==> src/atst_pkg.sv <==
// Package with register map, field layouts, reset values and timing constants of the acquisition trigger block.
package atst_pkg;

  // Clock rate and microsecond tick.
  localparam int unsigned CLK_FREQ_HZ = 10000000;
  localparam int unsigned TICK_TIME_NS = 1000;
  localparam int unsigned TICK_CYCLES = (TICK_TIME_NS * (CLK_FREQ_HZ / 1000000) + 999) / 1000;

  // Fixed busy times in microseconds, defaults of top-level parameters.
  localparam logic [31:0] INIT_BUSY_US = 32'h0000_00da;
  localparam logic [31:0] FINAL_BUSY_US = 32'h0000_00da;
  // Cycles of the data transfer stand-in after final busy.
  localparam logic [31:0] XFER_CYCLES = 32'h0000_0010;

  // Register byte offsets.
  localparam logic [7:0] OFS_CTRL = 8'h00;
  localparam logic [7:0] OFS_CMD = 8'h04;
  localparam logic [7:0] OFS_ACQ_DLY = 8'h08;
  localparam logic [7:0] OFS_INTEG = 8'h0c;
  localparam logic [7:0] OFS_SS_DLY = 8'h10;
  localparam logic [7:0] OFS_SS_WID = 8'h14;
  localparam logic [7:0] OFS_CS_PER = 8'h18;
  localparam logic [7:0] OFS_STATUS = 8'h1c;

  // Control field positions.
  localparam int unsigned CTRL_MODE_LSB = 0;
  localparam int unsigned CTRL_SS_EN_BIT = 2;
  localparam int unsigned CTRL_CS_EN_BIT = 3;
  localparam int unsigned CMD_TRIG_BIT = 0;

  // Reset values.
  localparam logic [31:0] RST_INTEG = 32'h0000_0064;
  localparam logic [31:0] RST_ZERO = 32'h0000_0000;

  typedef enum logic [1:0] {
    ATST_MODE_SW = 2'b00,
    ATST_MODE_EDGE = 2'b01,
    ATST_MODE_LEVEL = 2'b10
  } atst_mode_type;

  typedef enum logic [2:0] {
    ATST_IDLE = 3'b000,
    ATST_DELAY = 3'b001,
    ATST_INTEG = 3'b010,
    ATST_BUSY = 3'b011,
    ATST_XFER = 3'b100
  } atst_state_type;

  // Programmed timing, all in microseconds.
  typedef struct packed {
    logic [31:0] acq_dly;
    logic [31:0] integ;
    logic [31:0] ss_dly;
    logic [31:0] ss_wid;
    logic [31:0] cs_per;
  } atst_timing_type;

  // Count of microseconds at or beyond a programmed mark.
  function automatic logic reached(input logic [31:0] cnt, input logic [31:0] mark);
    return cnt >= mark;
  endfunction

endpackage

==> src/atst_sync.sv <==
// Three-stage synchroniser that accepts a change once the last two stages agree.
`timescale 1ns/1ps
module atst_sync
  import atst_pkg::*;
(
  input wire logic clk_i,
  input wire logic srst_i,
  input wire logic async_i,
  output logic sync_o
);

  logic [2:0] stage;

  // The first stage feeds only the second, to keep metastability out of the decision.
  always_ff @(posedge clk_i) begin
    if (srst_i) begin
      stage <= 3'h0;
      sync_o <= 1'b0;
    end else begin
      stage <= {stage[1:0], async_i};
      if (stage[2] == stage[1]) begin
        sync_o <= stage[2];
      end
    end
  end

endmodule

==> src/atst_tick.sv <==
// Free-running prescaler that gives one pulse per microsecond.
`timescale 1ns/1ps
module atst_tick
  import atst_pkg::*;
#(
  parameter int unsigned DIV = TICK_CYCLES
)
(
  input wire logic clk_i,
  input wire logic srst_i,
  input wire logic restart_i,
  output logic tick_o
);

  logic [7:0] cnt;

  // A restart aligns the microsecond grid to the trigger event.
  always_ff @(posedge clk_i) begin
    if (srst_i || restart_i) begin
      cnt <= 8'h00;
      tick_o <= 1'b0;
    end else if (cnt == 8'(DIV - 1)) begin
      cnt <= 8'h00;
      tick_o <= 1'b1;
    end else begin
      cnt <= cnt + 8'h01;
      tick_o <= 1'b0;
    end
  end

endmodule

==> src/atst_top.sv <==
// Acquisition trigger sequencer with single and continuous strobe generation behind an APB slave.
//
// Summary of operation
// - Single strobe is one active-high pulse per cycle.
// - Single strobe rises after its delay from trigger.
// - Single strobe stays high for its width.
// - Single strobe forced low at integration end.
// - Single strobe timed from trigger, not acquisition delay.
// - Each strobe has its own enable.
// - Continuous strobe: 50% duty, programmed period, integration only.
// - Continuous strobe starts with integration.
// - Software and edge modes: only complete periods.
// - A period needs integration at least as long as period.
// - Level mode: continuous strobe cut at integration end.
// - Cycle runs delay, integration, final busy.
// - Delay equals acquisition delay plus initial busy.
// - Acquisition delay never changes integration length outside level mode.
// - Three trigger modes chosen by mode field.
// - Reset selects software triggering.
// - Software command creates the trigger event.
// - Edge mode starts on external rising edge.
// - Level mode integrates while input held high.
// - Final busy, data transfer, then ready again.
// - Timing values count whole microseconds.
//
// The address map and the APB interface to the registers were left to the implementer.
`timescale 1ns/1ps
module atst_top
  import atst_pkg::*;
#(
  parameter logic [31:0] INIT_BUSY = INIT_BUSY_US,
  parameter logic [31:0] FINAL_BUSY = FINAL_BUSY_US
)
(
  input wire logic clk_i,
  input wire logic srst_i,
  input wire logic psel_i,
  input wire logic penable_i,
  input wire logic pwrite_i,
  input wire logic [7:0] paddr_i,
  input wire logic [31:0] pwdata_i,
  input wire logic [3:0] pstrb_i,
  output logic [31:0] prdata_o,
  output logic pready_o,
  output logic pslverr_o,
  input wire logic ext_trig_i,
  output logic single_strobe_o,
  output logic cont_strobe_o,
  output logic busy_o,
  output logic integrating_o
);

  atst_mode_type mode;
  logic ss_en;
  logic cs_en;
  atst_timing_type tim;
  atst_state_type state;
  atst_state_type next_state;
  logic [31:0] cyc_us;
  logic [31:0] ph_us;
  logic [31:0] cs_us;
  logic [31:0] xfer_cnt;
  logic ss_done;
  logic ext_sync;
  logic ext_prev;
  logic tick;
  logic sw_trig;
  logic [31:0] trig_count;

  // APB decode; the slave answers in the access cycle with no wait state.
  wire apb_access = psel_i && penable_i;
  wire apb_wr = apb_access && pwrite_i;
  wire addr_ok = (paddr_i[1:0] == 2'b00) && (paddr_i <= OFS_STATUS);
  wire wr_ctrl = apb_wr && (paddr_i == OFS_CTRL);
  wire wr_cmd = apb_wr && (paddr_i == OFS_CMD) && pstrb_i[0] && pwdata_i[CMD_TRIG_BIT];

  // Byte-lane merge for timing register writes.
  function automatic logic [31:0] merge(input logic [31:0] old, input logic [31:0] nw, input logic [3:0] strb);
    logic [31:0] res;
    res = old;
    for (int i = 0; i < 4; i++) begin
      if (strb[i]) begin
        res[8*i +: 8] = nw[8*i +: 8];
      end
    end
    return res;
  endfunction

  // Read data selection.
  logic [31:0] rd_mux;
  assign rd_mux = (paddr_i == OFS_CTRL) ? {28'h0000000, cs_en, ss_en, mode} :
                  (paddr_i == OFS_ACQ_DLY) ? tim.acq_dly :
                  (paddr_i == OFS_INTEG) ? tim.integ :
                  (paddr_i == OFS_SS_DLY) ? tim.ss_dly :
                  (paddr_i == OFS_SS_WID) ? tim.ss_wid :
                  (paddr_i == OFS_CS_PER) ? tim.cs_per :
                  (paddr_i == OFS_STATUS) ? {trig_count[15:0], 13'h0000, state} :
                  32'h0000_0000;

  // Register file; timing writes take effect on the next trigger event only if made while idle.
  always_ff @(posedge clk_i) begin
    if (srst_i) begin
      mode <= ATST_MODE_SW;
      ss_en <= 1'b0;
      cs_en <= 1'b0;
      tim <= '{acq_dly: RST_ZERO, integ: RST_INTEG, ss_dly: RST_ZERO, ss_wid: RST_ZERO, cs_per: RST_ZERO};
    end else if (apb_wr && state == ATST_IDLE) begin
      if (paddr_i == OFS_CTRL && pstrb_i[0]) begin
        if (pwdata_i[CTRL_MODE_LSB +: 2] != 2'b11) begin
          mode <= atst_mode_type'(pwdata_i[CTRL_MODE_LSB +: 2]);
        end
        ss_en <= pwdata_i[CTRL_SS_EN_BIT];
        cs_en <= pwdata_i[CTRL_CS_EN_BIT];
      end
      if (paddr_i == OFS_ACQ_DLY) tim.acq_dly <= merge(tim.acq_dly, pwdata_i, pstrb_i);
      if (paddr_i == OFS_INTEG) tim.integ <= merge(tim.integ, pwdata_i, pstrb_i);
      if (paddr_i == OFS_SS_DLY) tim.ss_dly <= merge(tim.ss_dly, pwdata_i, pstrb_i);
      if (paddr_i == OFS_SS_WID) tim.ss_wid <= merge(tim.ss_wid, pwdata_i, pstrb_i);
      if (paddr_i == OFS_CS_PER) tim.cs_per <= merge(tim.cs_per, pwdata_i, pstrb_i);
    end
  end

  // APB answer registers; a bad address or a write other than a command to a busy block is flagged.
  always_ff @(posedge clk_i) begin
    if (srst_i) begin
      prdata_o <= 32'h0000_0000;
      pready_o <= 1'b0;
      pslverr_o <= 1'b0;
    end else begin
      pready_o <= psel_i && !penable_i;
      prdata_o <= rd_mux;
      pslverr_o <= psel_i && !penable_i &&
                   (!addr_ok || (pwrite_i && state != ATST_IDLE && paddr_i != OFS_CMD));
    end
  end

  // Access to a misaligned or out-of-range address; such an access cannot raise the software trigger.
  wire unused_access = apb_access && !addr_ok;

  // External trigger conditioning.
  atst_sync u_sync (
    .clk_i(clk_i),
    .srst_i(srst_i),
    .async_i(ext_trig_i),
    .sync_o(ext_sync)
  );

  always_ff @(posedge clk_i) begin
    if (srst_i) begin
      ext_prev <= 1'b0;
      sw_trig <= 1'b0;
    end else begin
      ext_prev <= ext_sync;
      sw_trig <= wr_cmd && !unused_access;
    end
  end

  wire ext_rise = ext_sync && !ext_prev;
  // Only one source is live per mode, and only in idle.
  wire trig_event = (state == ATST_IDLE) &&
                    ((mode == ATST_MODE_SW) ? sw_trig : ext_rise);

  // Microsecond grid restarted at each trigger.
  atst_tick u_tick (
    .clk_i(clk_i),
    .srst_i(srst_i),
    .restart_i(trig_event),
    .tick_o(tick)
  );

  // Phase end conditions.
  wire delay_done = reached(ph_us, tim.acq_dly + INIT_BUSY);
  wire integ_cfg_done = reached(ph_us, tim.integ);
  wire integ_done = (mode == ATST_MODE_LEVEL) ? !ext_sync : (tick && integ_cfg_done);
  wire busy_done = tick && reached(ph_us, FINAL_BUSY);

  // Sequencer: delay, integration, final busy, then transfer.
  always_comb begin
    next_state = state;
    case (state)
      ATST_IDLE: begin
        if (trig_event) next_state = ATST_DELAY;
      end
      ATST_DELAY: begin
        if (tick && delay_done) next_state = ATST_INTEG;
      end
      ATST_INTEG: begin
        if (integ_done) next_state = ATST_BUSY;
      end
      ATST_BUSY: begin
        if (busy_done) next_state = ATST_XFER;
      end
      ATST_XFER: begin
        if (xfer_cnt >= XFER_CYCLES) next_state = ATST_IDLE;
      end
      default: begin
        next_state = ATST_IDLE;
      end
    endcase
  end

  // Counters in microseconds: total since trigger, within phase, within strobe period.
  always_ff @(posedge clk_i) begin
    if (srst_i) begin
      state <= ATST_IDLE;
      cyc_us <= 32'h0000_0000;
      ph_us <= 32'h0000_0000;
      cs_us <= 32'h0000_0000;
      xfer_cnt <= 32'h0000_0000;
      trig_count <= 32'h0000_0000;
    end else begin
      state <= next_state;
      if (trig_event) begin
        cyc_us <= 32'h0000_0000;
        trig_count <= trig_count + 32'h0000_0001;
      end else if (tick) begin
        cyc_us <= cyc_us + 32'h0000_0001;
      end
      if (next_state != state) begin
        ph_us <= 32'h0000_0000;
        cs_us <= 32'h0000_0000;
      end else if (tick) begin
        ph_us <= ph_us + 32'h0000_0001;
        cs_us <= (cs_us + 32'h0000_0001 >= tim.cs_per) ? 32'h0000_0000 : cs_us + 32'h0000_0001;
      end
      xfer_cnt <= (state == ATST_XFER) ? xfer_cnt + 32'h0000_0001 : 32'h0000_0000;
    end
  end

  // Single strobe window measured from the trigger event, ended by integration end.
  wire in_cycle = (state == ATST_DELAY) || (state == ATST_INTEG);
  wire ss_on = ss_en && in_cycle && !ss_done && (tim.ss_wid != 32'h0000_0000) &&
               reached(cyc_us, tim.ss_dly) &&
               !reached(cyc_us, tim.ss_dly + tim.ss_wid);

  // Continuous strobe: high during first half of each period.
  // A period only starts if it can finish by configured integration end, except in level mode.
  wire cs_fits = (mode == ATST_MODE_LEVEL) ||
                 !reached(ph_us - cs_us + tim.cs_per, tim.integ + 32'h0000_0001) ||
                 (ph_us - cs_us + tim.cs_per == tim.integ);
  wire cs_on = cs_en && (state == ATST_INTEG) && (tim.cs_per >= 32'h0000_0002) && cs_fits &&
               (cs_us < (tim.cs_per >> 1));

  // Output registers; leaving integration drops both strobes at once.
  always_ff @(posedge clk_i) begin
    if (srst_i) begin
      single_strobe_o <= 1'b0;
      cont_strobe_o <= 1'b0;
      busy_o <= 1'b0;
      integrating_o <= 1'b0;
      ss_done <= 1'b0;
    end else begin
      single_strobe_o <= ss_on && (next_state == ATST_DELAY || next_state == ATST_INTEG);
      cont_strobe_o <= cs_on && (next_state == ATST_INTEG);
      busy_o <= (next_state != ATST_IDLE);
      integrating_o <= (next_state == ATST_INTEG);
      if (trig_event) ss_done <= 1'b0;
      else if (single_strobe_o && !ss_on) ss_done <= 1'b1;
    end
  end

endmodule

==> config.mk <==
export PLATFORM = sky130hd
export DESIGN_NAME = atst_top
export DESIGN_NICKNAME = d
export VERILOG_FILES = /design/src/atst_pkg.sv /design/src/atst_sync.sv /design/src/atst_tick.sv /design/src/atst_top.sv
export SDC_FILE = /design/constraint.sdc
export NUM_CORES = 1
export LEC_CHECK = 0
export ABC_AREA = 1
export BUFFER_PORTS_ARGS = -buffer_cell sky130_fd_sc_hd__buf_2
export CORE_MARGIN = 3
export CORE_UTILIZATION = 58
export DETAILED_ROUTE_END_ITERATION = 12
export PLACE_DENSITY = 0.78
export SLEW_MARGIN = 15
export SYNTH_ARGS = -nofsm -noshare
export SYNTH_HDL_FRONTEND = slang
export SYNTH_SLANG_ARGS = --single-unit
==> constraint.sdc <==
create_clock -name clk_i -period 3.3 [get_ports clk_i]
set_input_delay 0.66 -clock clk_i [delete_from_list [all_inputs] [get_ports clk_i]]
set_output_delay 0.66 -clock clk_i [all_outputs]
set_load 0.02 [all_outputs]
Word level (Yosys, flattened, before mapping):

Index checks and enable logic that the tools add are counted.
W data, S select, Z words.

* output and inout port bits: 38
* register bits after elaboration: 381

* $lt $le $gt $ge: 11
* mux-type cells: 17
* eq/ne operators: 20
* reductions and logical operators: 80
* bitwise operators: 1
* add/sub/neg operators: 11

Operators by type and width (number)
* $mux W32: 7
* $add A32 B1 Y32 const B: 6
* $ge A32 B32 Y1: 6
* $add A32 B32 Y32: 2
* $reduce_and A3 Y1: 21
* $add A32 B8 Y32 const B: 1
* $eq A32 B32 Y1: 1
* $eq A8 B5 Y1 const B: 4
* $ge A32 B2 Y1 const B: 1
* $ge A32 B5 Y1 const B: 1
* $ge A32 B8 Y1 const B: 1
* $lt A32 B31 Y1: 1
* $reduce_bool A32 Y1: 1
* $sub A32 B32 Y32: 1
* $logic_and A1 B1 Y1: 31
* $eq A8 B4 Y1 const B: 3
* $mux W3: 5
* $pmux W3 S5: 1
* $reduce_or A2 Y1: 5
* $eq A3 B2 Y1 const B: 3
* $logic_not A1 Y1: 9
* $add A8 B1 Y8 const B: 1
* $eq A8 B3 Y1 const B: 1
* $le A8 B5 Y1 const B: 1
* 16 further kinds: 26

Longest topological paths before layout:

Gate-level depths: netlist of the first run.

* depth after elaboration: 9
* depth in mapped cells: 29
* mapped depth without buffers: 28

By module:

Synthesis of the first run repeated with hierarchy kept, for this count alone.

* cell total of the unflattened synthesis: 4064
* area, all modules: 27794.2 sq um

Modules (own cells, without submodules)
* atst_top: cells each 3992, area each 27231.1 sq um, instances 1
* atst_tick: cells each 59, area each 441.7 sq um, instances 1
* atst_sync: cells each 13, area each 121.4 sq um, instances 1

Worst setup path before layout of the first run:

Ideal clock, no wire load.

* path kind: register -> register
* start point: register tim[129] in the netlist's numbering
* end point: register ph_us[1]
* setup time: 0.124 ns
* period minus slack after synthesis: 3.538 ns
* setup slack: -0.238 ns
* path buffers: 1
* cell stages (with the launch flop): 30
* arrival: 3.414 ns
* required time: 3.176 ns
* path through: dfxtp_1 ha_1 inv_1 nand2_2 a21oi_2 a21oi_4 nand3_2 nor2_4 nand3_2 nor3_4 nand4_2 nor2_1 nand2_1 nand2_1 inv_1 ha_1 nand2_1 nor2_2 nand4_2 nor3b_2 nand2_1 nand3_1 nand2_1 nand2_1 nand3_2 inv_1 nand2_1 nand4_4 buf_6 nor2_4

* word-level cells in the longest chain between the ends: 7

Ends and longest elaborated chain
* start, declared: RTL line atst_top.sv:56 `atst_timing_type tim;`
* start signal, assigned: RTL line atst_top.sv:106 `tim <= '{acq_dly: RST_ZERO, integ: RST_INTEG, ss_dly: RST_ZERO, ss_wid: RST_ZERO, cs_per: RST_ZERO};`
* $add A32 B8 Y32: RTL line atst_top.sv:172 `wire delay_done = reached(ph_us, tim.acq_dly + INIT_BUSY);`
* $ge A32 B32 Y1: RTL line atst_pkg.sv:60 `return cnt >= mark;`
* $logic_and A1 B1 Y1: RTL line atst_top.sv:185 `if (tick && delay_done) next_state = ATST_INTEG;`
* $mux W3: RTL line atst_top.sv:185
* $pmux W3 S5: RTL line atst_top.sv:180 `case (state)`
* $ne A3 B3 Y1: RTL line atst_top.sv:219 `if (next_state != state) begin`
* $reduce_or A2 Y1 (no source line)
* end signal, assigned: RTL line atst_top.sv:223 `ph_us <= ph_us + 32'h0000_0001;`
* end, declared: RTL line atst_top.sv:60 `logic [31:0] ph_us;`

No other way between the ends.
A chain may end at the register's enable or synchronous reset.

Worst setup path in the final report of the first run:

* start point: register tim[130] in the netlist's numbering
* end point: register cont_strobe_o

* word-level cells in the longest chain between the ends: 7

Ends and longest elaborated chain
* $add A32 B8 Y32: RTL line atst_top.sv:172
* $ge A32 B32 Y1: RTL line atst_pkg.sv:60
* $logic_and A1 B1 Y1: RTL line atst_top.sv:185
* $mux W3: RTL line atst_top.sv:185
* $pmux W3 S5: RTL line atst_top.sv:180
* $eq A3 B2 Y1: RTL line atst_top.sv:254 `cont_strobe_o <= cs_on && (next_state == ATST_INTEG);`
* $logic_and A1 B1 Y1: RTL line atst_top.sv:254
* end signal, assigned: RTL line atst_top.sv:254
* end, declared: RTL line atst_top.sv:48 `output logic cont_strobe_o,`

No other way between the ends.

==> out/qor_table.md, run 1 <==
| Stage | Result | Reported |
| --- | --- | --- |
| synth | Number of enable flip-flop cells after synthesis | 0 |
| routing | Detail-routed net length per standard cell | 18.6 um |
| routing | DRT Wirelength | 101 mm |
| floorplan | Overall die width | 227 um |
| timing | Total count of max-transition violations in the final report | 0 |
| placed design | Final GP Congestion | 1.04 |
| timing | RSZ-0062 raised after global routing | true |
| critical path | CP Data Required Time | 3.79 ns |
| global route | Met1 track utilization from global routing | 46.2% |
| clocking | Later-pin clock latency in the skew report | 0.59 ns |
| critical path | Maximum single-stage delay on the critical path | 0.36 ns |
| global route | Vias in the first global route | 29.4k |
| timing | Number of setup violations in the final report | 71 |
| routing | Average via count per standard cell | 5.73 |
| final layout | Final standard cell count with taps included and fillers excluded | 5462 |
| routing | Violation count after the first detailed-route iteration | 3184 |
| global route | Maximum number of pins on one net before global-route repair | 124 |
| critical path | Critical path endpoint category | flop |
| global route | Global Route Usage Sum | 37.2% |
| clocking | Hold-fix buffers at CTS | 0 |
| critical path | Critical Path Most Common Cell | nand2_2 |
| timing | Post-route clock period utilization | 124% |
| power | Leakage power | 17.0 nW |
| global route | Layer with the highest usage after global routing | met2 |
| clocking | Clock root buffer | clkbuf_16 |
| synth | Most used flip-flop cell after synthesis | dfxtp_1 |
| synth | Number of library cell types mapped by synthesis | 68 |
| critical path | Cell with the largest stage delay on the worst path | dfxtp_2 |
| placed design | Post-DP Area | 33600 sq um |
| routing | Total via count in the routed design | 31.3k |
| clocking | TritonCTS clock tree | done |
| floorplan | Number of cell rows | 80 |
| floorplan | Chip height | 227 um |
| synth | Post-synthesis sequential element count | 365 |
| clocking | Number of clock sinks seen by CTS | 365 |
| floorplan | Placeable core region | 47900 sq um |
| routing | Drt pass-1 iters | 10 |
| power | Maximum vdd ir drop | 0.450 mV |
| floorplan | Effective utilization at floorplan | 59.1% |
| global route | Met3 track demand over resource in global routing | 6.49% |
| timing | Final hold viol count | 0 |
| global route | Antenna violations before repair | 4 |
| routing | DRC | 0 |
| timing | Actual transition at the worst max-transition pin | 1.01 ns |
| final layout | Finished layout cell area | 36300 sq um |
| timing | Highest clock frequency the design can meet | 244 MHz |
| synth | Syn_nets | 4528 |
| clocking | Max Buffers Root-to-Sink | 3 |
| floorplan | Area of the die | 51500 sq um |
| timing | Worst Hold Margin | 0.269 ns |
| timing | Min cycle time layout | 4.10 ns |
| synth | Number of standard cells after synthesis | 4150 |
| clocking | Maximum level of the CTS H-tree | 2 |
| global route | Total overflow reported by the global router | 0 |
| synth | Sequential cell area fraction in the yosys report | 25.8% |
| job | Max Cap Viol | 0 |
| placed design | Total half-perimeter wirelength after legalization and detailed placement | 78.4 mm |
| final layout | Fraction of layout cells with a size suffix above 1 | 22.4% |
| floorplan | Top Ports | 88 |
| synth | Netlist area before placement | 28300 sq um |
| placed design | I/O Buffers | 87 |
| final layout | Area growth from synthesis to final layout | 28.3% |
| critical path | Crit path DAT | 4.59 ns |
| synth | Average cell area after synthesis | 6.83 sq um |
| clocking | Inserted Clock Buffers | 42 |
| outcome | Run status | finished, violations left |
| routing | Number of nets with antenna violations after detailed routing | 0 |
| global route | Global-route wire length before repair | 151 mm |
| critical path | Biggest fanout along the worst timing path | 5 |
| power | Pwr Total | 9.76 mW |
| final layout | Fin nets | 5190 |
| worst hold path | Min-Delay Path Class | primary input to flop |
| global route | Grt met2 use | 61.8% |
| critical path | Category of the worst setup path launch point | flop |
| final layout | Final core area utilization | 75.8% |
| clocking | Clock-pin slew of the registers on the worst-case setup and hold paths | 0.07 ns |
| timing | Post-route worst setup slack | -0.799 ns |
| timing | Worst setup skew after layout | 0.0343 ns |
| power | Power density cells | 269 nW/um^2 |
| placed design | Dpl cells | 5347 |
| synth | Ys Warns | 0 |
| outcome | Violated checks | negative setup slack |
| critical path | Crit Path Class | flop to flop |
| timing | Relative slew margins | 31.7% |
| synth | Proportion of synthesized flip-flops having asynchronous set or reset | 0% |
==> metrics by stage <==
step                TNS, ns  worst slack (ns)
floorplan             -9.30            -0.162
global placement     -43.22             -1.00
detailed placement   -50.75             -1.07
CTS                  -52.56            -0.814
global route         -57.76            -0.954
finish               -49.98            -0.799
==> kinds of logic (layout without fill, tap and decap cells) <==
family	after synthesis	count (layout)	share of synthesized area [%]
adders and majority gates	328	328	15.3
DFF	365	365	25.8
xor gates and xnor gates	174	174	5.57
AOI/OAI and AO/OA	829	829	15.9
other	0	2	0
buffers and inverters	806	1501	10.9
and+or+nand+nor	1648	1648	26.5
==> critical path: cells and delay by family, from the launching register on <==
kind | cells | cell delay [ns]
AO/OA/AOI/OAI | 3 | 0.48
XOR/XNOR | 1 | 0.12
adder cells (fa/ha/maj) | 2 | 0.41
buffers and inverters | 5 | 0.50
flip-flops | 1 | 0.36
AND/OR/NAND/NOR | 16 | 2.14
==> timing repair <==
| item | 4_1_cts | 5_1_grt |
|---|---|---|
| endpoints found under the setup margin | 71 | 71 |
| pin swaps | 44 | 68 |
| setup buffers | 20 | 14 |
| cloned | 0 | 4 |
| gates resized for setup | 74 | 149 |
==> power by group <==
| part | internal (mW) | switching (mW) | leakage (nW) | total [mW] |
|---|---|---|---|---|
| combinational | 0.133 | 0.274 | 13.3 | 0.407 |
| clock | 2.91 | 2.03 | 0.701 | 4.94 |
| sequential | 4.41 | 0.00444 | 2.95 | 4.42 |
| total | 7.45 | 2.31 | 17.0 | 9.76 |
==> layer usage <==
layer,vias to the layer above,routed length (um)
li1,14900,-
met1,14300,38800
met2,1642,45900
met3,392,10200
met4,0,6630
met5,-,0
==> cell usage in the layout (no fill, tap or decap), types with 28 or more instances in the layout <==
master / netlist / routed
nand2_1: 781 / 763
inv_1: 707 / 698
buf_4: 2 / 588
a21oi_1: 403 / 381
dfxtp_1: 365 / 347
nor2_1: 341 / 303
ha_1: 296 / 271
o21ai_0: 277 / 266
nand3_1: 170 / 159
xor2_1: 140 / 140
buf_2: 13 / 87
nor2_2: 55 / 85
nor3_1: 88 / 84
nand4_1: 71 / 71
clkbuf_16: 0 / 45
nor4_1: 39 / 36
nand2_2: 20 / 31
fa_1: 32 / 31
xnor2_1: 30 / 28
==> flip-flops by register name (all words and copies together), names as in the netlist, 8 cells and up <==
signal      cells
u_tick.cnt      8
trig_count     16
ph_us          32
cs_us          32
tim           160
prdata_o       32
cyc_us         32
xfer_cnt       32
==> final cells by class <==
class,count,area (sq um)
timing repair buffer,700,5220
sequential,365,7330
clock inverter,23,269
clock buffer,54,1170
tap,615,769
multi-input combinational,2979,18900
fill,3502,11600
antenna,2,5.00
inverter,724,2720
==> worst paths after layout <==
check | cells after the start | startpoint | to | slack, ns
worst min register to register | 2 | u_sync.stage[0] | u_sync.stage[1] | 0.41
worst max-delay path | 27 | tim[130] | cont_strobe_o | -0.80
worst max register to register | 27 | tim[130] | cont_strobe_o | -0.80
worst min-delay path | 2 | penable_i | pslverr_o | 0.27
==> Yosys cell counts, types with 32 or more instances <==
library cell	number	area, sq um
nand2_1	781	2930
inv_1	707	2650
a21oi_1	403	2020
dfxtp_1	365	7310
nor2_1	341	1280
ha_1	296	3700
o21ai_0	277	1390
nand3_1	170	851
xor2_1	140	1230
nor3_1	88	440
nand4_1	71	444
clkbuf_1	57	214
nor2_2	55	344
nor4_1	39	244
fa_1	32	641
Note: power is estimated with default switching activity, not from simulation.
==> run 2: changes to the inputs <==
--- a/config.mk
+++ b/config.mk
@@ -7,10 +7,13 @@
 export LEC_CHECK = 0
 export ABC_AREA = 1
 export BUFFER_PORTS_ARGS = -buffer_cell sky130_fd_sc_hd__buf_2
+export CAP_MARGIN = 10
+export CELL_PAD_IN_SITES_DETAIL_PLACEMENT = 1
+export CELL_PAD_IN_SITES_GLOBAL_PLACEMENT = 2
 export CORE_MARGIN = 3
-export CORE_UTILIZATION = 58
+export CORE_UTILIZATION = 33
 export DETAILED_ROUTE_END_ITERATION = 12
-export PLACE_DENSITY = 0.78
+export PLACE_DENSITY_LB_ADDON = 0.1
 export SLEW_MARGIN = 15
 export SYNTH_ARGS = -nofsm -noshare
 export SYNTH_HDL_FRONTEND = slang
==> run 2 against run 1 <==
The run still ends with negative setup slack left. Die area increased by 73%. Count of clock-buffer cells in the layout rose by 10. Setup slack worse by 0.14 ns. Fmax is 3.2% lower. Sequential share of layout area fell by 0.70 points. Register-to-register slack got worse by 0.14 ns. Hold slack worse by 0.035 ns. Clock skew is 0.0084 ns higher. Utilization decreased by 31 points. Critical path depth grew 1. Flip-flop and latch count unchanged. Critical endpoint unchanged.
==> out/qor_table.md, run 2 (synthesis results as in run 1) <==
| Stage | Result | Reported |
| --- | --- | --- |
| outcome | Run status | finished, violations left |
| outcome | Violated checks | negative setup slack |
| critical path | Crit Path Class | flop to flop |
| final layout | Fraction of layout cells with a size suffix above 1 | 23.7% |
| routing | Number of nets with antenna violations after detailed routing | 0 |
| final layout | Filler cell count in the final layout | 10.8k |
| critical path | Maximum single-stage delay on the critical path | 0.36 ns |
| final layout | Commonest non-fill, non-tap cell in the layout | nand2_1 |
| clocking | Clock root buffer | clkbuf_16 |
| timing | Number of setup violations in the final report | 71 |
| power | Clock group share of total power | 53.0% |
| routing | DRT Wirelength | 122 mm |
| power | Maximum vdd ir drop | 0.324 mV |
| global route | Global-route wire length before repair | 184 mm |
| floorplan | Top Ports | 88 |
| final layout | Final standard cell count with taps included and fillers excluded | 6066 |
| floorplan | Effective utilization at floorplan | 33.6% |
| global route | Antenna violations before repair | 4 |
| floorplan | Chip height | 299 um |
| critical path | CP Data Required Time | 3.82 ns |
| worst hold path | Min-Delay Path Class | primary input to flop |
| routing | DRC | 0 |
| final layout | Max FFs per register | 160 |
| timing | Total count of max-transition violations in the final report | 0 |
| routing | Average via count per standard cell | 4.97 |
| power | Switching Share | 24.5% |
| timing | Highest clock frequency the design can meet | 236 MHz |
| final layout | Area growth from synthesis to final layout | 33.0% |
| global route | Vias in the first global route | 31.5k |
| critical path | Critical path endpoint category | flop |
| clocking | Max Buffers Root-to-Sink | 3 |
| timing | Actual transition at the worst max-transition pin | 0.816 ns |
| routing | Total via count in the routed design | 30.2k |
| clocking | Later-pin clock latency in the skew report | 0.62 ns |
| placed design | Dpl cells | 5949 |
| job | Max Cap Viol | 0 |
| timing | RSZ-0062 raised after global routing | true |
| power | Cell internal pwr | 7.79 mW |
| timing | Min cycle time layout | 4.23 ns |
| power | Net switching power of the design | 2.52 mW |
| routing | Violation count after the first detailed-route iteration | 1436 |
| floorplan | Area of the die | 89400 sq um |
| routing | Detail-routed net length per standard cell | 20.1 um |
| global route | Maximum number of pins on one net before global-route repair | 73 |
| final layout | Fin nets | 5274 |
| timing | Relative slew margins | 45.2% |
| floorplan | Placeable core region | 84400 sq um |
| power | Pwr Total | 10.3 mW |
| power | Power density cells | 274 nW/um^2 |
| clocking | Inserted Clock Buffers | 48 |
| final layout | Largest register by flop count | tim |
| timing | Post-route worst setup slack | -0.934 ns |
| floorplan | Number of cell rows | 106 |
| final layout | Final core area utilization | 44.7% |
| global route | Global Route Usage Sum | 26.8% |
| clocking | Number of clock sinks seen by CTS | 365 |
| critical path | Biggest fanout along the worst timing path | 5 |
| placed design | Total half-perimeter wirelength after legalization and detailed placement | 102 mm |
| placed design | I/O Buffers | 87 |
| clocking | Maximum level of the CTS H-tree | 2 |
| critical path | Category of the worst setup path launch point | flop |
| global route | Total overflow reported by the global router | 0 |
| clocking | Clock-pin slew of the registers on the worst-case setup and hold paths | 0.07 ns |
| placed design | Final GP Congestion | 0.894 |
| timing | Setup tns final | -59.00 ns |
| final layout | Most frequent cells in the layout | nand2_1 (759), inv_1 (697), buf_4 (675) |
| critical path | Crit path DAT | 4.76 ns |
| timing | Worst setup skew after layout | 0.0427 ns |
| clocking | TritonCTS clock tree | done |
| power | Sequential share of power | 42.8% |
| timing | Post-route clock period utilization | 128% |
| critical path | Cell with the largest stage delay on the worst path | dfxtp_2 |
| critical path | Top cell family by delay on the critical path | simple AND/OR/NAND/NOR gates |
| routing | Drt pass-1 iters | 5 |
| timing | Final hold viol count | 0 |
| critical path | Critical path buffers and inverters | 4 |
| power | Portion of total power attributed to combinational logic | 4.1% |
| power | Leakage power | 17.5 nW |
| timing | Worst Hold Margin | 0.233 ns |
| floorplan | Overall die width | 299 um |
==> run 2: cell count changes in the layout (fill, tap and decap cells not counted), moves of 5 or more <==
cell,before,now
buf_4,588,675
buf_6,16,5
clkbuf_16,45,50
clkbuf_8,5,11
dfxtp_1,347,341
dfxtp_2,17,23
nand2_2,31,38
nor2_1,303,309
nor2_2,85,77
o21ai_2,3,8
==> run 2: power by group through the flow <==
stage                     clock (mW)  sequential, mW  combinational, mW
final                           5.47            4.42              0.428
after global routing            5.80            4.41              0.466
after CTS                       5.63            4.42              0.411
after detailed placement           0            4.51              0.391
after global placement             0            4.51              0.388
after floorplan                    0            4.52              0.185
==> run 2: final cells by class <==
type | instances | area, sq um | area share [%]
multi-input cells | 2979 | 18800 | 49.8
clock buffers | 64 | 1370 | 3.64
clock inverters | 21 | 259 | 0.687
diodes | 1 | 2.50 | 0.00664
flip-flops and latches | 365 | 7340 | 19.5
repair buffers | 778 | 5820 | 15.4
inverters | 724 | 2720 | 7.22
well taps | 1134 | 1420 | 3.76
==> run 2: worst paths after layout <==
kind | slack [ns] | to | startpoint | cells past startpoint
worst max-delay path | -0.93 | cont_strobe_o | tim[130] | 28
worst min-delay path | 0.23 | pready_o | penable_i | 2
worst max register to register | -0.93 | cont_strobe_o | tim[130] | 28
worst min register to register | 0.43 | u_sync.stage[1] | u_sync.stage[0] | 2
==> run 2: what timing repair did <==
action	CTS	global route
gates cloned	2	3
setup endpoints to repair	71	71
gates resized for setup	153	53
hold buffers	0	0
setup buffers	25	3
pin swaps	66	21
==> run 2: per-stage QoR <==
step,cell area [sq um],setup slack [ns]
finish,37700,-0.934
global route,37700,-1.16
CTS,37400,-0.925
detailed placement,34900,-1.33
global placement,34900,-1.31
floorplan,28400,-0.162
==> run 2: per-layer routing <==
layer | wire length (um) | part of all wire [%] | global-route usage (%)
met5 | 0 | 0 | 0
met4 | 4930 | 4.0 | 10.3
met3 | 3820 | 3.1 | 2.42
met2 | 56200 | 46 | 45.0
met1 | 57000 | 47 | 35.6
